--- src/design/cdp_pkg.sv ---
// Purpose: Constants for the host-side controller of a serial command and stream port
// Assumes: APB with 32-bit data, one aligned word per register
// Notes:   Controller registers are of this block's own making
package cdp_pkg;
    // ****************************************
    // Register offsets
    // ****************************************
    localparam logic [7:0] CDP_OFF_CTRL   = 8'h00;
    localparam logic [7:0] CDP_OFF_CMD    = 8'h04;
    localparam logic [7:0] CDP_OFF_WDATA  = 8'h08;
    localparam logic [7:0] CDP_OFF_RDATA  = 8'h0C;
    localparam logic [7:0] CDP_OFF_STREAM = 8'h10;
    localparam logic [7:0] CDP_OFF_STATUS = 8'h14;
    // ****************************************
    // Field positions
    // ****************************************
    localparam int CDP_CTRL_SHARED  = 0;
    localparam int CDP_CTRL_LSBF    = 1;
    localparam int CDP_CMD_WRITE    = 8;
    localparam int CDP_ST_BUSY      = 0;
    localparam int CDP_ST_REQ       = 1;
    localparam int CDP_ST_SFULL     = 2;
    localparam int CDP_ST_RDONE     = 3;
    // ****************************************
    // Protocol constants
    // ****************************************
    localparam logic [7:0] CDP_OP_READ  = 8'h03;
    localparam logic [7:0] CDP_OP_WRITE = 8'h02;
    localparam int CDP_BURST_BYTES      = 32;
    localparam int CDP_CLK_MHZ          = 50;
    localparam int CDP_DEV_CLK_MHZ      = 12;
    localparam int CDP_SCK_DIV          = 7;
    // Half period of serial clock in core cycles, at most device clock / divider
    localparam int CDP_HALF_CYC =
        (CDP_CLK_MHZ * CDP_SCK_DIV + 2 * CDP_DEV_CLK_MHZ - 1) / (2 * CDP_DEV_CLK_MHZ);
    // Gap with select high between frames, core cycles
    localparam int CDP_GAP_CYC = 2 * CDP_HALF_CYC;
    localparam logic [31:0] CDP_CTRL_RESET = 32'h0000_0000;
    typedef enum logic [2:0] {CDP_IDLE, CDP_WAITREQ, CDP_LOW, CDP_HIGH, CDP_GAP} cdp_state_type;
endpackage : cdp_pkg

--- src/design/cdp_host.sv ---
// Contract
// - Request low: host starts no new transfer.
// - After request high host may send up to 32 bytes unchecked.
// - Request is checked only before starting; a running transfer is never aborted.
// - Commands sent while request low need a worst-case delay after each.
// - Host generates the stream bit clock.
// - Host keeps data select stable while a stream byte shifts.
// - Host periodically toggles data select to realign bytes; the code toggles it after every byte, and no select in shared mode.
// - Command bits sampled rising, changed falling, MSB first, select low throughout.
// - Request low after each command; wait for high before next transfer.
// - On read device shifts 16-bit value out; host then raises select.
// - Host serial clock at most one seventh of device internal clock.
// - Host raises command select between commands and respects request.
// Purpose: Host controller driving command and stream ports of a serial decoder
// Assumes: APB slave, device internal clock rate sets the bit timing
// Notes:   Serial clock is driven by a divider of core_clk
//
// Implementation choices: the address map and the APB register port.
`timescale 1ns/1ps
`default_nettype none
module cdp_host
(
    // Clock and reset
    input  wire logic                 core_clk,
    input  wire logic                 rst_b,
    // APB
    input  wire logic                 psel,
    input  wire logic                 penable,
    input  wire logic                 pwrite,
    input  wire logic [7:0]           paddr,
    input  wire logic [31:0]          pwdata,
    output logic      [31:0]          prdata,
    output logic                      pready,
    output logic                      pslverr,
    // Device pins
    output logic                      command_select_n,
    output logic                      data_select_n,
    output logic                      serial_clock,
    output logic                      serial_out,
    input  wire logic                 serial_in,
    input  wire logic                 data_request,
    // Mode seen by the bus
    output logic                      busy
);
    import cdp_pkg::*;

    // ****************************************
    // Input synchronisers
    // ****************************************
    logic       req_s1_reg;
    logic       req_s2_reg;
    logic       sin_s1_reg;
    logic       sin_s2_reg;
    always_ff @(posedge core_clk)
    begin
        if (!rst_b)
        begin
            req_s1_reg <= 1'b0;
            req_s2_reg <= 1'b0;
            sin_s1_reg <= 1'b0;
            sin_s2_reg <= 1'b0;
        end
        else
        begin
            req_s1_reg <= data_request;
            req_s2_reg <= req_s1_reg;
            sin_s1_reg <= serial_in;
            sin_s2_reg <= sin_s1_reg;
        end
    end

    // ****************************************
    // Registers
    // ****************************************
    logic [31:0]   ctrl_reg;
    logic [15:0]   cmd_reg;
    logic [15:0]   wdata_reg;
    logic [15:0]   rdata_reg;
    logic          rdone_reg;
    logic [7:0]    sbyte_reg;
    logic          sfull_reg;
    logic          go_cmd_reg;
    logic          is_cmd_reg;
    logic [7:0]    sbyte_rev;
    logic [31:0]   shift_reg;
    logic [5:0]    bits_reg;
    logic [7:0]    tick_reg;
    logic          capture_reg;
    logic          start_cmd;
    logic          start_byte;
    logic          frame_end;
    cdp_state_type state_reg;

    logic wr_acc;
    assign wr_acc = psel && penable && pwrite;

    // Bit-reversed stream byte for LSB-first order
    for (genvar k = 0; k < 8; k++)
    begin : g_rev
        assign sbyte_rev[k] = sbyte_reg[7 - k];
    end

    always_ff @(posedge core_clk)
    begin
        if (!rst_b)
        begin
            ctrl_reg   <= CDP_CTRL_RESET;
            cmd_reg    <= 16'h0000;
            wdata_reg  <= 16'h0000;
            go_cmd_reg <= 1'b0;
            sbyte_reg  <= 8'h00;
            sfull_reg  <= 1'b0;
        end
        else
        begin
            if (wr_acc && paddr == CDP_OFF_CTRL)
                ctrl_reg <= pwdata;
            if (wr_acc && paddr == CDP_OFF_WDATA)
                wdata_reg <= pwdata[15:0];
            if (wr_acc && paddr == CDP_OFF_CMD && !go_cmd_reg)
            begin
                cmd_reg    <= pwdata[15:0];
                go_cmd_reg <= 1'b1;
            end
            else if (start_cmd)
                go_cmd_reg <= 1'b0;
            if (wr_acc && paddr == CDP_OFF_STREAM && !sfull_reg)
            begin
                sbyte_reg <= pwdata[7:0];
                sfull_reg <= 1'b1;
            end
            else if (start_byte)
                sfull_reg <= 1'b0;
        end
    end

    always_ff @(posedge core_clk)
    begin
        if (!rst_b)
        begin
            prdata  <= 32'h0000_0000;
            pready  <= 1'b0;
            pslverr <= 1'b0;
        end
        else
        begin
            pready  <= psel && !penable;
            pslverr <= psel && !penable && paddr > CDP_OFF_STATUS;
            case (paddr)
                CDP_OFF_CTRL:   prdata <= ctrl_reg;
                CDP_OFF_CMD:    prdata <= {16'h0000, cmd_reg};
                CDP_OFF_WDATA:  prdata <= {16'h0000, wdata_reg};
                CDP_OFF_RDATA:  prdata <= {16'h0000, rdata_reg};
                CDP_OFF_STATUS: prdata <= {28'h000_0000, rdone_reg, sfull_reg,
                                           req_s2_reg, busy};
                default:        prdata <= 32'h0000_0000;
            endcase
        end
    end

    // ****************************************
    // Serial engine
    // ****************************************
    // Only start a transfer when request is high; request is checked before every stream byte
    assign start_cmd  = state_reg == CDP_WAITREQ && is_cmd_reg && req_s2_reg;
    assign start_byte = state_reg == CDP_WAITREQ && !is_cmd_reg && req_s2_reg;
    assign frame_end  = state_reg == CDP_HIGH && tick_reg == 8'(CDP_HALF_CYC - 1)
                        && bits_reg == 6'd1;

    always_ff @(posedge core_clk)
    begin
        if (!rst_b)
        begin
            state_reg        <= CDP_IDLE;
            is_cmd_reg       <= 1'b0;
            shift_reg        <= 32'h0000_0000;
            bits_reg         <= 6'd0;
            tick_reg         <= 8'd0;
            command_select_n <= 1'b1;
            data_select_n    <= 1'b1;
            serial_clock     <= 1'b0;
            serial_out       <= 1'b0;
            busy             <= 1'b0;
        end
        else
        begin
            case (state_reg)
                CDP_IDLE:
                begin
                    busy <= go_cmd_reg || sfull_reg;
                    if (go_cmd_reg)
                    begin
                        is_cmd_reg <= 1'b1;
                        state_reg  <= CDP_WAITREQ;
                    end
                    else if (sfull_reg)
                    begin
                        is_cmd_reg <= 1'b0;
                        state_reg  <= CDP_WAITREQ;
                    end
                end
                CDP_WAITREQ:
                begin
                    tick_reg <= 8'd0;
                    if (start_cmd)
                    begin
                        // Opcode, address and data, MSB first
                        shift_reg <= {cmd_reg[CDP_CMD_WRITE] ? CDP_OP_WRITE : CDP_OP_READ,
                                      cmd_reg[7:0], wdata_reg};
                        bits_reg  <= 6'd32;
                        command_select_n <= 1'b0;
                        state_reg <= CDP_LOW;
                    end
                    else if (start_byte)
                    begin
                        shift_reg <= ctrl_reg[CDP_CTRL_LSBF]
                                   ? {sbyte_rev, 24'h00_0000}
                                   : {sbyte_reg, 24'h00_0000};
                        bits_reg  <= 6'd8;
                        // Shared select: stream framed by command select pin
                        if (ctrl_reg[CDP_CTRL_SHARED])
                            command_select_n <= 1'b1;
                        else
                            data_select_n <= 1'b0;
                        state_reg <= CDP_LOW;
                    end
                end
                CDP_LOW:
                begin
                    serial_out <= shift_reg[31];
                    tick_reg   <= tick_reg + 8'd1;
                    if (tick_reg == 8'(CDP_HALF_CYC - 1))
                    begin
                        tick_reg     <= 8'd0;
                        serial_clock <= 1'b1;
                        state_reg    <= CDP_HIGH;
                    end
                end
                CDP_HIGH:
                begin
                    tick_reg <= tick_reg + 8'd1;
                    if (tick_reg == 8'(CDP_HALF_CYC - 1))
                    begin
                        tick_reg     <= 8'd0;
                        serial_clock <= 1'b0;
                        shift_reg    <= {shift_reg[30:0], 1'b0};
                        bits_reg     <= bits_reg - 6'd1;
                        if (frame_end)
                        begin
                            // Raise selects to end frame and realign bytes
                            command_select_n <= 1'b1;
                            data_select_n    <= 1'b1;
                            state_reg        <= CDP_GAP;
                        end
                        else
                            state_reg <= CDP_LOW;
                    end
                end
                CDP_GAP:
                begin
                    tick_reg <= tick_reg + 8'd1;
                    if (tick_reg == 8'(CDP_GAP_CYC - 1))
                    begin
                        // Stay busy when another job is already queued
                        busy      <= go_cmd_reg || sfull_reg;
                        state_reg <= CDP_IDLE;
                    end
                end
                default:
                    state_reg <= CDP_IDLE;
            endcase
        end
    end

    // ****************************************
    // Read capture on rising serial clock
    // ****************************************
    always_ff @(posedge core_clk)
    begin
        if (!rst_b)
        begin
            rdata_reg   <= 16'h0000;
            rdone_reg   <= 1'b0;
            capture_reg <= 1'b0;
        end
        else
        begin
            capture_reg <= is_cmd_reg && !cmd_reg[CDP_CMD_WRITE] && state_reg == CDP_LOW
                           && tick_reg == 8'(CDP_HALF_CYC - 1) && bits_reg <= 6'd16;
            // Device shifts on falling edge; sample just before rising edge
            if (capture_reg)
                rdata_reg <= {rdata_reg[14:0], sin_s2_reg};
            if (start_cmd)
                rdone_reg <= 1'b0;
            else if (frame_end && is_cmd_reg && !cmd_reg[CDP_CMD_WRITE])
                rdone_reg <= 1'b1;
        end
    end
endmodule : cdp_host
`default_nettype wire

--- config.mk ---
export PLATFORM = sky130hd
export DESIGN_NAME = cdp_host
export DESIGN_NICKNAME = d
export VERILOG_FILES = /design/src/design/cdp_pkg.sv /design/src/design/cdp_host.sv
export SDC_FILE = /design/constraint.sdc
export NUM_CORES = 1
export LEC_CHECK = 0
export BUFFER_PORTS_ARGS = -buffer_cell sky130_fd_sc_hd__buf_2
export CAP_MARGIN = 20
export CORE_UTILIZATION = 60
export CTS_BUF_LIST = sky130_fd_sc_hd__clkbuf_8
export DETAILED_ROUTE_END_ITERATION = 7
export GPL_TIMING_DRIVEN = 0
export PLACE_DENSITY = 0.78
export SYNTH_ARGS = -nofsm -noshare
export SYNTH_HDL_FRONTEND = slang
export SYNTH_SLANG_ARGS = --single-unit
--- constraint.sdc ---
create_clock -name core_clk -period 2.05 [get_ports core_clk]
set_clock_uncertainty 0.2 [all_clocks]
set_input_delay 0.3075 -clock core_clk [delete_from_list [all_inputs] [get_ports core_clk]]
set_output_delay 0.3075 -clock core_clk [all_outputs]
set_load 0.005 [all_outputs]
; ---- Word-level counts from Yosys, hierarchy flattened
; Index checks and enable logic that the tools add are counted.
[op_classes]
mul = 0
n_reduce_logical = 46
eq_ne = 22
div = 0
muxes = 43
addsub = 2
n_shift = 0
magnitude_cmp = 2
bitwise = 1
[ops]
columns = operator, n
row1 = $pmux W32 S5, 1
row2 = $mux W32, 4
row3 = $pmux W32 S2, 1
row4 = $eq A8 B4 Y1 const B, 3
row5 = $eq A8 B5 Y1 const B, 3
row6 = $mux W3, 8
row7 = $pmux W8 S3, 1
row8 = $logic_and A1 B1 Y1, 22
row9 = $mux W1, 18
row10 = $mux W6, 3
row11 = $pmux W3 S5, 1
row12 = $pmux W6 S2, 1
row13 = $reduce_bool A2 Y1, 6
row14 = $ne A2 B2 Y1 const B, 5
row15 = $reduce_and A5 Y1, 2
row16 = $ne A3 B3 Y1 const B, 3
row17 = $add A8 B1 Y8 const B, 1
row18 = $eq A8 B3 Y1 const B, 1
row19 = $gt A8 B5 Y1 const B, 1
row20 = $logic_not A8 Y1, 1
row21 = $mux W8, 1
row22 = $pmux W1 S2, 4
row23 = $eq A3 B2 Y1 const B, 2
row24 = $eq A6 B1 Y1 const B, 1
row25 = other kinds (14), 22
[totals]
mem_count = 0
latchBits = 0
word_cells = 142
mem_bits_rw = 0
ff_bits = 185
mem_bits_ro = 0

; ---- Logic depth before layout (Yosys ltp)
; Gate-level depths: netlist of run 1.
[logic_depth]
word_depth = 6
mapped_depth = 7
depth_no_buf = 6

; ---- Worst setup path after synthesis of run 1
; Ideal clock, no wire load.
[synth_timing]
kind = reg-to-reg
startpoint = register tick_reg[0]
endpoint = register state_reg[0]
n_path_buf = 0
required_time_ns = 1.764
arrival_ns = 1.580
synth_period_minus_slack_ns = 1.866
setup_time_ns = 0.086
slack_ns = 0.184
stages_incl_launch_ff = 7
cell_sequence = dfxtp_1 > inv_1 > ha_1 > and4b_4 > and3_1 > or3_1 > a211oi_1
[synth_between]
elab_chain_len = 3
[synth_rtl]
columns = element, line_no
row1 = "start, declared", cdp_host.sv:87  ; logic [7:0] tick_reg;
row2 = "start signal, assigned", cdp_host.sv:231  ; tick_reg <= tick_reg + 8'd1;
row3 = "start signal, assigned", cdp_host.sv:241  ; tick_reg <= tick_reg + 8'd1;
row4 = "start signal, assigned", cdp_host.sv:261  ; tick_reg <= tick_reg + 8'd1;
row5 = $eq A8 B5 Y1 / $eq A8 B4 Y1 (equally long branches), "cdp_host.sv:262, cdp_host.sv:232, cdp_host.sv:242"
row6 = $ne A2 B2 Y1 (no line) / $ne A2 B1 Y1 (equally long branches), --
row7 = $reduce_and A5 Y1 (no line) (*), --
row8 = "end signal, assigned", cdp_host.sv:256  ; state_reg <= CDP_LOW;
row9 = "end signal, assigned", cdp_host.sv:266  ; state_reg <= CDP_IDLE;
row10 = "end signal, assigned", cdp_host.sv:270  ; state_reg <= CDP_IDLE;
row11 = "end, declared", cdp_host.sv:92  ; cdp_state_type state_reg;
; Mark *: on every way between the ends. The rest lies on a longest branch, timed or not.
; A chain may end at the register's enable or synchronous reset.

; ---- Worst setup path in the final report of run 1
; Same ends and word-level chain as after synthesis.

==> flow_metrics.tcl, run 1 <==
set metrics [dict create \
    netlist_instances 807 \
    synth_warnings 0 \
    antenna_cells 0 \
    synth_top_area_share 0.481 \
    p_per_area_nw_per_um2 722 \
    synthSimpleGateAreaFrac 0.204 \
    syn-cell-area_um2 7700 \
    nets 1003 \
    combPwrFrac 0.055 \
    io_buffers 84 \
    drt_iter0_markers 710 \
    synth_top_area_cell "dfxtp_1" \
    grt_pass1_wl_mm 32.4 \
    syn-num-nets 860 \
    ctsHtreeMaxLevel 4 \
    via_per_inst 5.87 \
    tns_ps 0 \
    max_stage_delay_ps 390 \
    synth_mux_area_frac 0.105 \
    slew_headroom 0.510 \
    r2r_cells 6 \
    rows 41 \
    p_leak_nw 3.74 \
    hp-class "in2reg" \
    holdPathStages 4 \
    cap_violations 0 \
    rsz0062_at_grt "false" \
    drc 0 \
    fillers 941 \
    synth_flop_cell "dfxtp_1" \
    critPathLaunchType "flip-flop" \
    p_switching_mw 1.52 \
    tightest_slew_ps 735 \
    dp.final_hpwl_mm 13.9 \
    synth_top_family_by_area "simple AND/OR/NAND/NOR gates" \
    cts_tree "yes" \
    finalSetupViolCount 0 \
    worstPathMaxFanout 7 \
    synth_cell_types 61 \
    endpoint_kind "flip-flop" \
    yosys-top-cells-area "dfxtp_1, mux2i_1, nand2_1" \
    cp_cell_sequence "inv_1 -> ha_1 -> and4b_4 -> and3_1 -> or3_1 -> a211oi_1" \
    layout-drive-gt1-share 0.211 \
    dr.pass1.iters 6 \
    min_period_ps 1940 \
    start_util 0.612 \
    p_int_mw 5.11 \
    whs_ps 79.0 \
    dp.cells 1063 \
    syn_avg_cell_area_um2 9.54 \
    p_clk_frac 0.398 \
    wl_mm 20.3 \
    wire_per_inst_um 17.9 \
    clock_path_buffers 2 \
    syn_to_final_growth_pct 19.3 \
    finalNonFillerCells 1134 \
    antenna_found_initial 0 \
    timing.fmax_mhz 515 \
    core_um2 12600 \
    insertion_delay_ps 480 \
    ys_ff_latch 185 \
    postLayoutCoreUtil 0.731 \
    ir_drop_v 0.000409 \
    critical_path_required_ps 2230 \
    synth-compound-area-share 0.148 \
    synth-xor-area-share 0.00683 \
    clock-sinks 185 \
    synthAdderAreaFrac 0.00975 \
    synth_most_common_cell "dfxtp_1" \
    status "complete, no violations" \
    dieHeight_um 115 \
    grt_start_max_net_pins 17 \
    final-hold-violation-count 0 \
    synthTopCellsByCount "dfxtp_1, nand2_1, nor2_1" \
    cts_root_buf "clkbuf_8" \
    vias 6660 \
    arrival_ps 2120 \
    ioPinCount 86 \
    place_congestion 0.917 \
    synth_edf_count 0 \
    slew_violations 0 \
    dieArea_um2 13300 \
    grt_remaining_overflow 0 \
    switching_share 0.229 \
    clkTransAtPathRegs_ps 90 \
    critPathSlowestCell "dfxtp_4" \
    grt_usage 0.320 \
    seq_area_frac_synth 0.481 \
    grt_pass1_vias 6355 \
    post-route-period-util 0.947 \
    detail-route-antenna-nets 0 \
    die_w_um 115 \
    cts_buffers 17 \
    ys_async_sr_fraction 0 \
    pwr-share-seq 0.547 \
    critPathKind "reg2reg" \
]
## cell type report
type                    instances  area (um^2)  share of cell area
plain buffers                  60          339              0.0369
clock buffers                  18          248              0.0270
clock inverters                13          178              0.0193
inverters                      11         41.3             0.00450
multi-input cells             551         3640               0.397
flip-flops and latches        185         3710               0.404
well taps                     172          215              0.0234
repair buffers                124          813              0.0885
## worst max-delay path, delay by kind of cell (launching register included)
kind | cells | cell delay (ps)
compound gates | 1 | 240
fa+ha+maj | 1 | 210
buf+inv | 1 | 50
flops | 1 | 390
simple gates | 3 | 750
## layer usage
layer  up-vias  track usage  share of wire  wire length (um)
met2       325        0.528           0.48              9730
met1      3155        0.409           0.42              8560
li1       3122            -              -                 -
met4         0        0.132          0.026               538
met5         -            0              0                 0
met3        58       0.0680          0.073              1490
## cell usage in the layout, fill, tap and decap left out, drive strengths merged, types with 8 or more instances in the layout
master / n
nand2: 118
nor2b: 16
o2bb2ai: 9
inv: 13
mux4: 12
buf: 120
mux2i: 50
or3: 8
clkbuf: 45
nor2: 85
o21ai: 14
dlygate4sd3: 37
a221oi: 24
and2: 24
dfxtp: 185
nor3: 30
a31oi: 8
nand4: 10
a21oi: 65
## stage by stage
stage	area [um^2]	power [mW]	setup slack (ps)
3_5_place_dp	8330	4.01	-151
3_3_place_gp	8330	4.00	-95.7
2_1_floorplan	7700	3.88	184
5_1_grt	9190	6.83	4.87
6_report	9190	6.63	109
4_1_cts	9140	6.63	48.3
## cell families after synthesis
kind of cell | Yosys count
AOI/OAI and AO/OA | 153
xor gates and xnor gates | 6
adders and majority gates | 6
buffers and inverters | 71
DFF | 185
muxes | 65
and+or+nand+nor | 321
## power groups by stage
stage / logic (mW) / registers, mW / clock network, mW
finish: 0.364 / 3.63 / 2.64
CTS: 0.354 / 3.63 / 2.64
floorplan: 0.169 / 3.71 / 0
global placement: 0.290 / 3.71 / 0
global route: 0.392 / 3.63 / 2.80
detailed placement: 0.298 / 3.72 / 0
## timing repair
| item | CTS | global route |
|---|---|---|
| resized for setup | 5 | 8 |
| endpoints found under the hold margin | 75 | 0 |
| setup endpoints to repair | 30 | 31 |
| pin swaps | 0 | 1 |
| hold buffers | 37 | 0 |
| buffers inserted | 0 | 3 |
## worst paths after layout
path / end / slack [ps] / from
worst max-delay path: state_reg[0]$_SDFFE_PN0P_ / 110 / tick_reg[0]$_SDFFE_PN0P_
worst min-delay path: capture_reg$_SDFF_PN0_ / 80 / rst_b
worst max register to register: state_reg[0]$_SDFFE_PN0P_ / 110 / tick_reg[0]$_SDFFE_PN0P_
worst min register to register: req_s2_reg$_SDFF_PN0_ / 240 / req_s1_reg$_SDFF_PN0_
(Power assumes the default switching activity.)
==> inputs of run 2 (changes only) <==
BUFFER_PORTS_ARGS = -buffer_cell sky130_fd_sc_hd__buf_4   (was -buffer_cell sky130_fd_sc_hd__buf_2)
==> flow_metrics.tcl, run 2 (same netlist as run 1, synthesis figures left out) <==
set metrics [dict create \
    dp.final_hpwl_mm 14.2 \
    drt_iter0_markers 639 \
    layout_common_cells "dfxtp_1, nand2_1, buf_4, nor2_1, a21oi_1" \
    dieArea_um2 13300 \
    tightest_slew_ps 757 \
    detail-route-antenna-nets 0 \
    syn_to_final_growth_pct 21.9 \
    rsz0062_at_grt "true" \
    critical_path_required_ps 2190 \
    finalSetupViolCount 0 \
    grt_pass1_vias 6394 \
    wire_per_inst_um 18.3 \
    endpoint_kind "flip-flop" \
    p_per_area_nw_per_um2 693 \
    nets 1004 \
    arrival_ps 2140 \
    die_w_um 115 \
    slew_headroom 0.496 \
    critPathKind "reg2reg" \
    timing.fmax_mhz 500 \
    start_util 0.612 \
    grt_remaining_overflow 0 \
    wl_mm 20.8 \
    final_common_cell "dfxtp_1" \
    cts_buffers 17 \
    placed_area_um2 8540 \
    io_buffers 84 \
    layout-drive-gt1-share 0.214 \
    ir_drop_v 0.000872 \
    slew_violations 0 \
    cts_tree "yes" \
    vias 6714 \
    insertion_delay_ps 460 \
    core_um2 12600 \
    cap_violations 0 \
    cts_root_buf "clkbuf_8" \
    fillers 905 \
    rows 41 \
    via_per_inst 5.91 \
    ctsHtreeMaxLevel 4 \
    grt_pass1_wl_mm 32.5 \
    clock_path_buffers 2 \
    ioPinCount 86 \
    place_congestion 0.897 \
    worstPathMaxFanout 10 \
    grt_start_max_net_pins 17 \
    post-route-period-util 0.976 \
    design_area_um2 9380 \
    p_leak_nw 3.77 \
    critPathLaunchType "flip-flop" \
    final-hold-violation-count 0 \
    grt_usage 0.324 \
    antenna_found_initial 0 \
    min_period_ps 2000 \
    dieHeight_um 115 \
    hp-class "in2reg" \
    dr.pass1.iters 6 \
    clock-sinks 185 \
    clkTransAtPathRegs_ps 90 \
    r2r_cells 7 \
    antenna_cells 0 \
    status "complete, no violations" \
    holdPathStages 4 \
    drc 0 \
    tns_ps 0 \
]
==> run 2: cell count changes in the layout (fill, tap and decap cells not counted), moves of 2 or more <==
cell / delta
buf_2: -82
buf_4: +86
clkbuf_8: +3
bufinv_16: -2
buf_6: -3
==> run 2: final cells by class <==
cell class	count	area [um^2]	area share
plain buffers	60	323	0.0344
clock inverters	11	120	0.0128
inverters	11	41.3	0.00440
flip-flops and latches	185	3710	0.395
repair buffers	125	1030	0.110
clock buffers	21	289	0.0308
multi-input cells	551	3650	0.389
well taps	172	215	0.0229
==> run 2: stage by stage <==
| step | std cells | worst slack, ps | power [mW] | util | hold WS, ps |
|---|---|---|---|---|---|
| floorplan | 807 | 184 | 3.88 | - | 187 |
| global placement | 1063 | -83.6 | 4.03 | 0.680 | 213 |
| detailed placement | 1063 | -120 | 4.04 | 0.680 | 221 |
| CTS | 1133 | 29.1 | 6.50 | 0.743 | 71.5 |
| global route | 1136 | -13.9 | 6.72 | 0.747 | 83.2 |
| finish | 1136 | 48.6 | 6.50 | 0.747 | 98.9 |
==> run 2: per-layer routing <==
layer | GRT usage | share of wire
met1 | 0.401 | 0.41
met2 | 0.559 | 0.49
met3 | 0.0738 | 0.080
met4 | 0.101 | 0.017
met5 | 0 | 0
==> run 2: worst max-delay path, stage by stage, from the launching register on <==
cell      delay (ps)
dfxtp_4          380
inv_1             60
ha_1             160
and4b_4          280
a31oi_4          150
buf_4            240
a221oi_1         330
nor3_1            80
==> run 2: worst paths after layout <==
path | start | endpoint | slack [ps]
setup / recovery | tick_reg[0]$_SDFFE_PN0P_ | shift_reg[4]$_SDFFE_PN0P_ | 50
hold / removal | rst_b | capture_reg$_SDFF_PN0_ | 100
setup reg to reg | tick_reg[0]$_SDFFE_PN0P_ | shift_reg[4]$_SDFFE_PN0P_ | 50
hold reg to reg | req_s1_reg$_SDFF_PN0_ | req_s2_reg$_SDFF_PN0_ | 240
==> run 2: report_power, final <==
| group | internal [mW] | switching [mW] |
|---|---|---|
| Sequential | 3.61 | 0.0194 |
| Combinational | 0.180 | 0.220 |
| Clock | 1.21 | 1.26 |
==> run 2: timing repair <==
item | in CTS | in global routing
gates resized for setup | 2 | 9
setup buffers | 0 | 3
pin swaps | 0 | 1
cloned | 0 | 0
hold buffers | 38 | 0
endpoints found under the hold margin | 76 | 0
setup endpoints to repair | 9 | 26
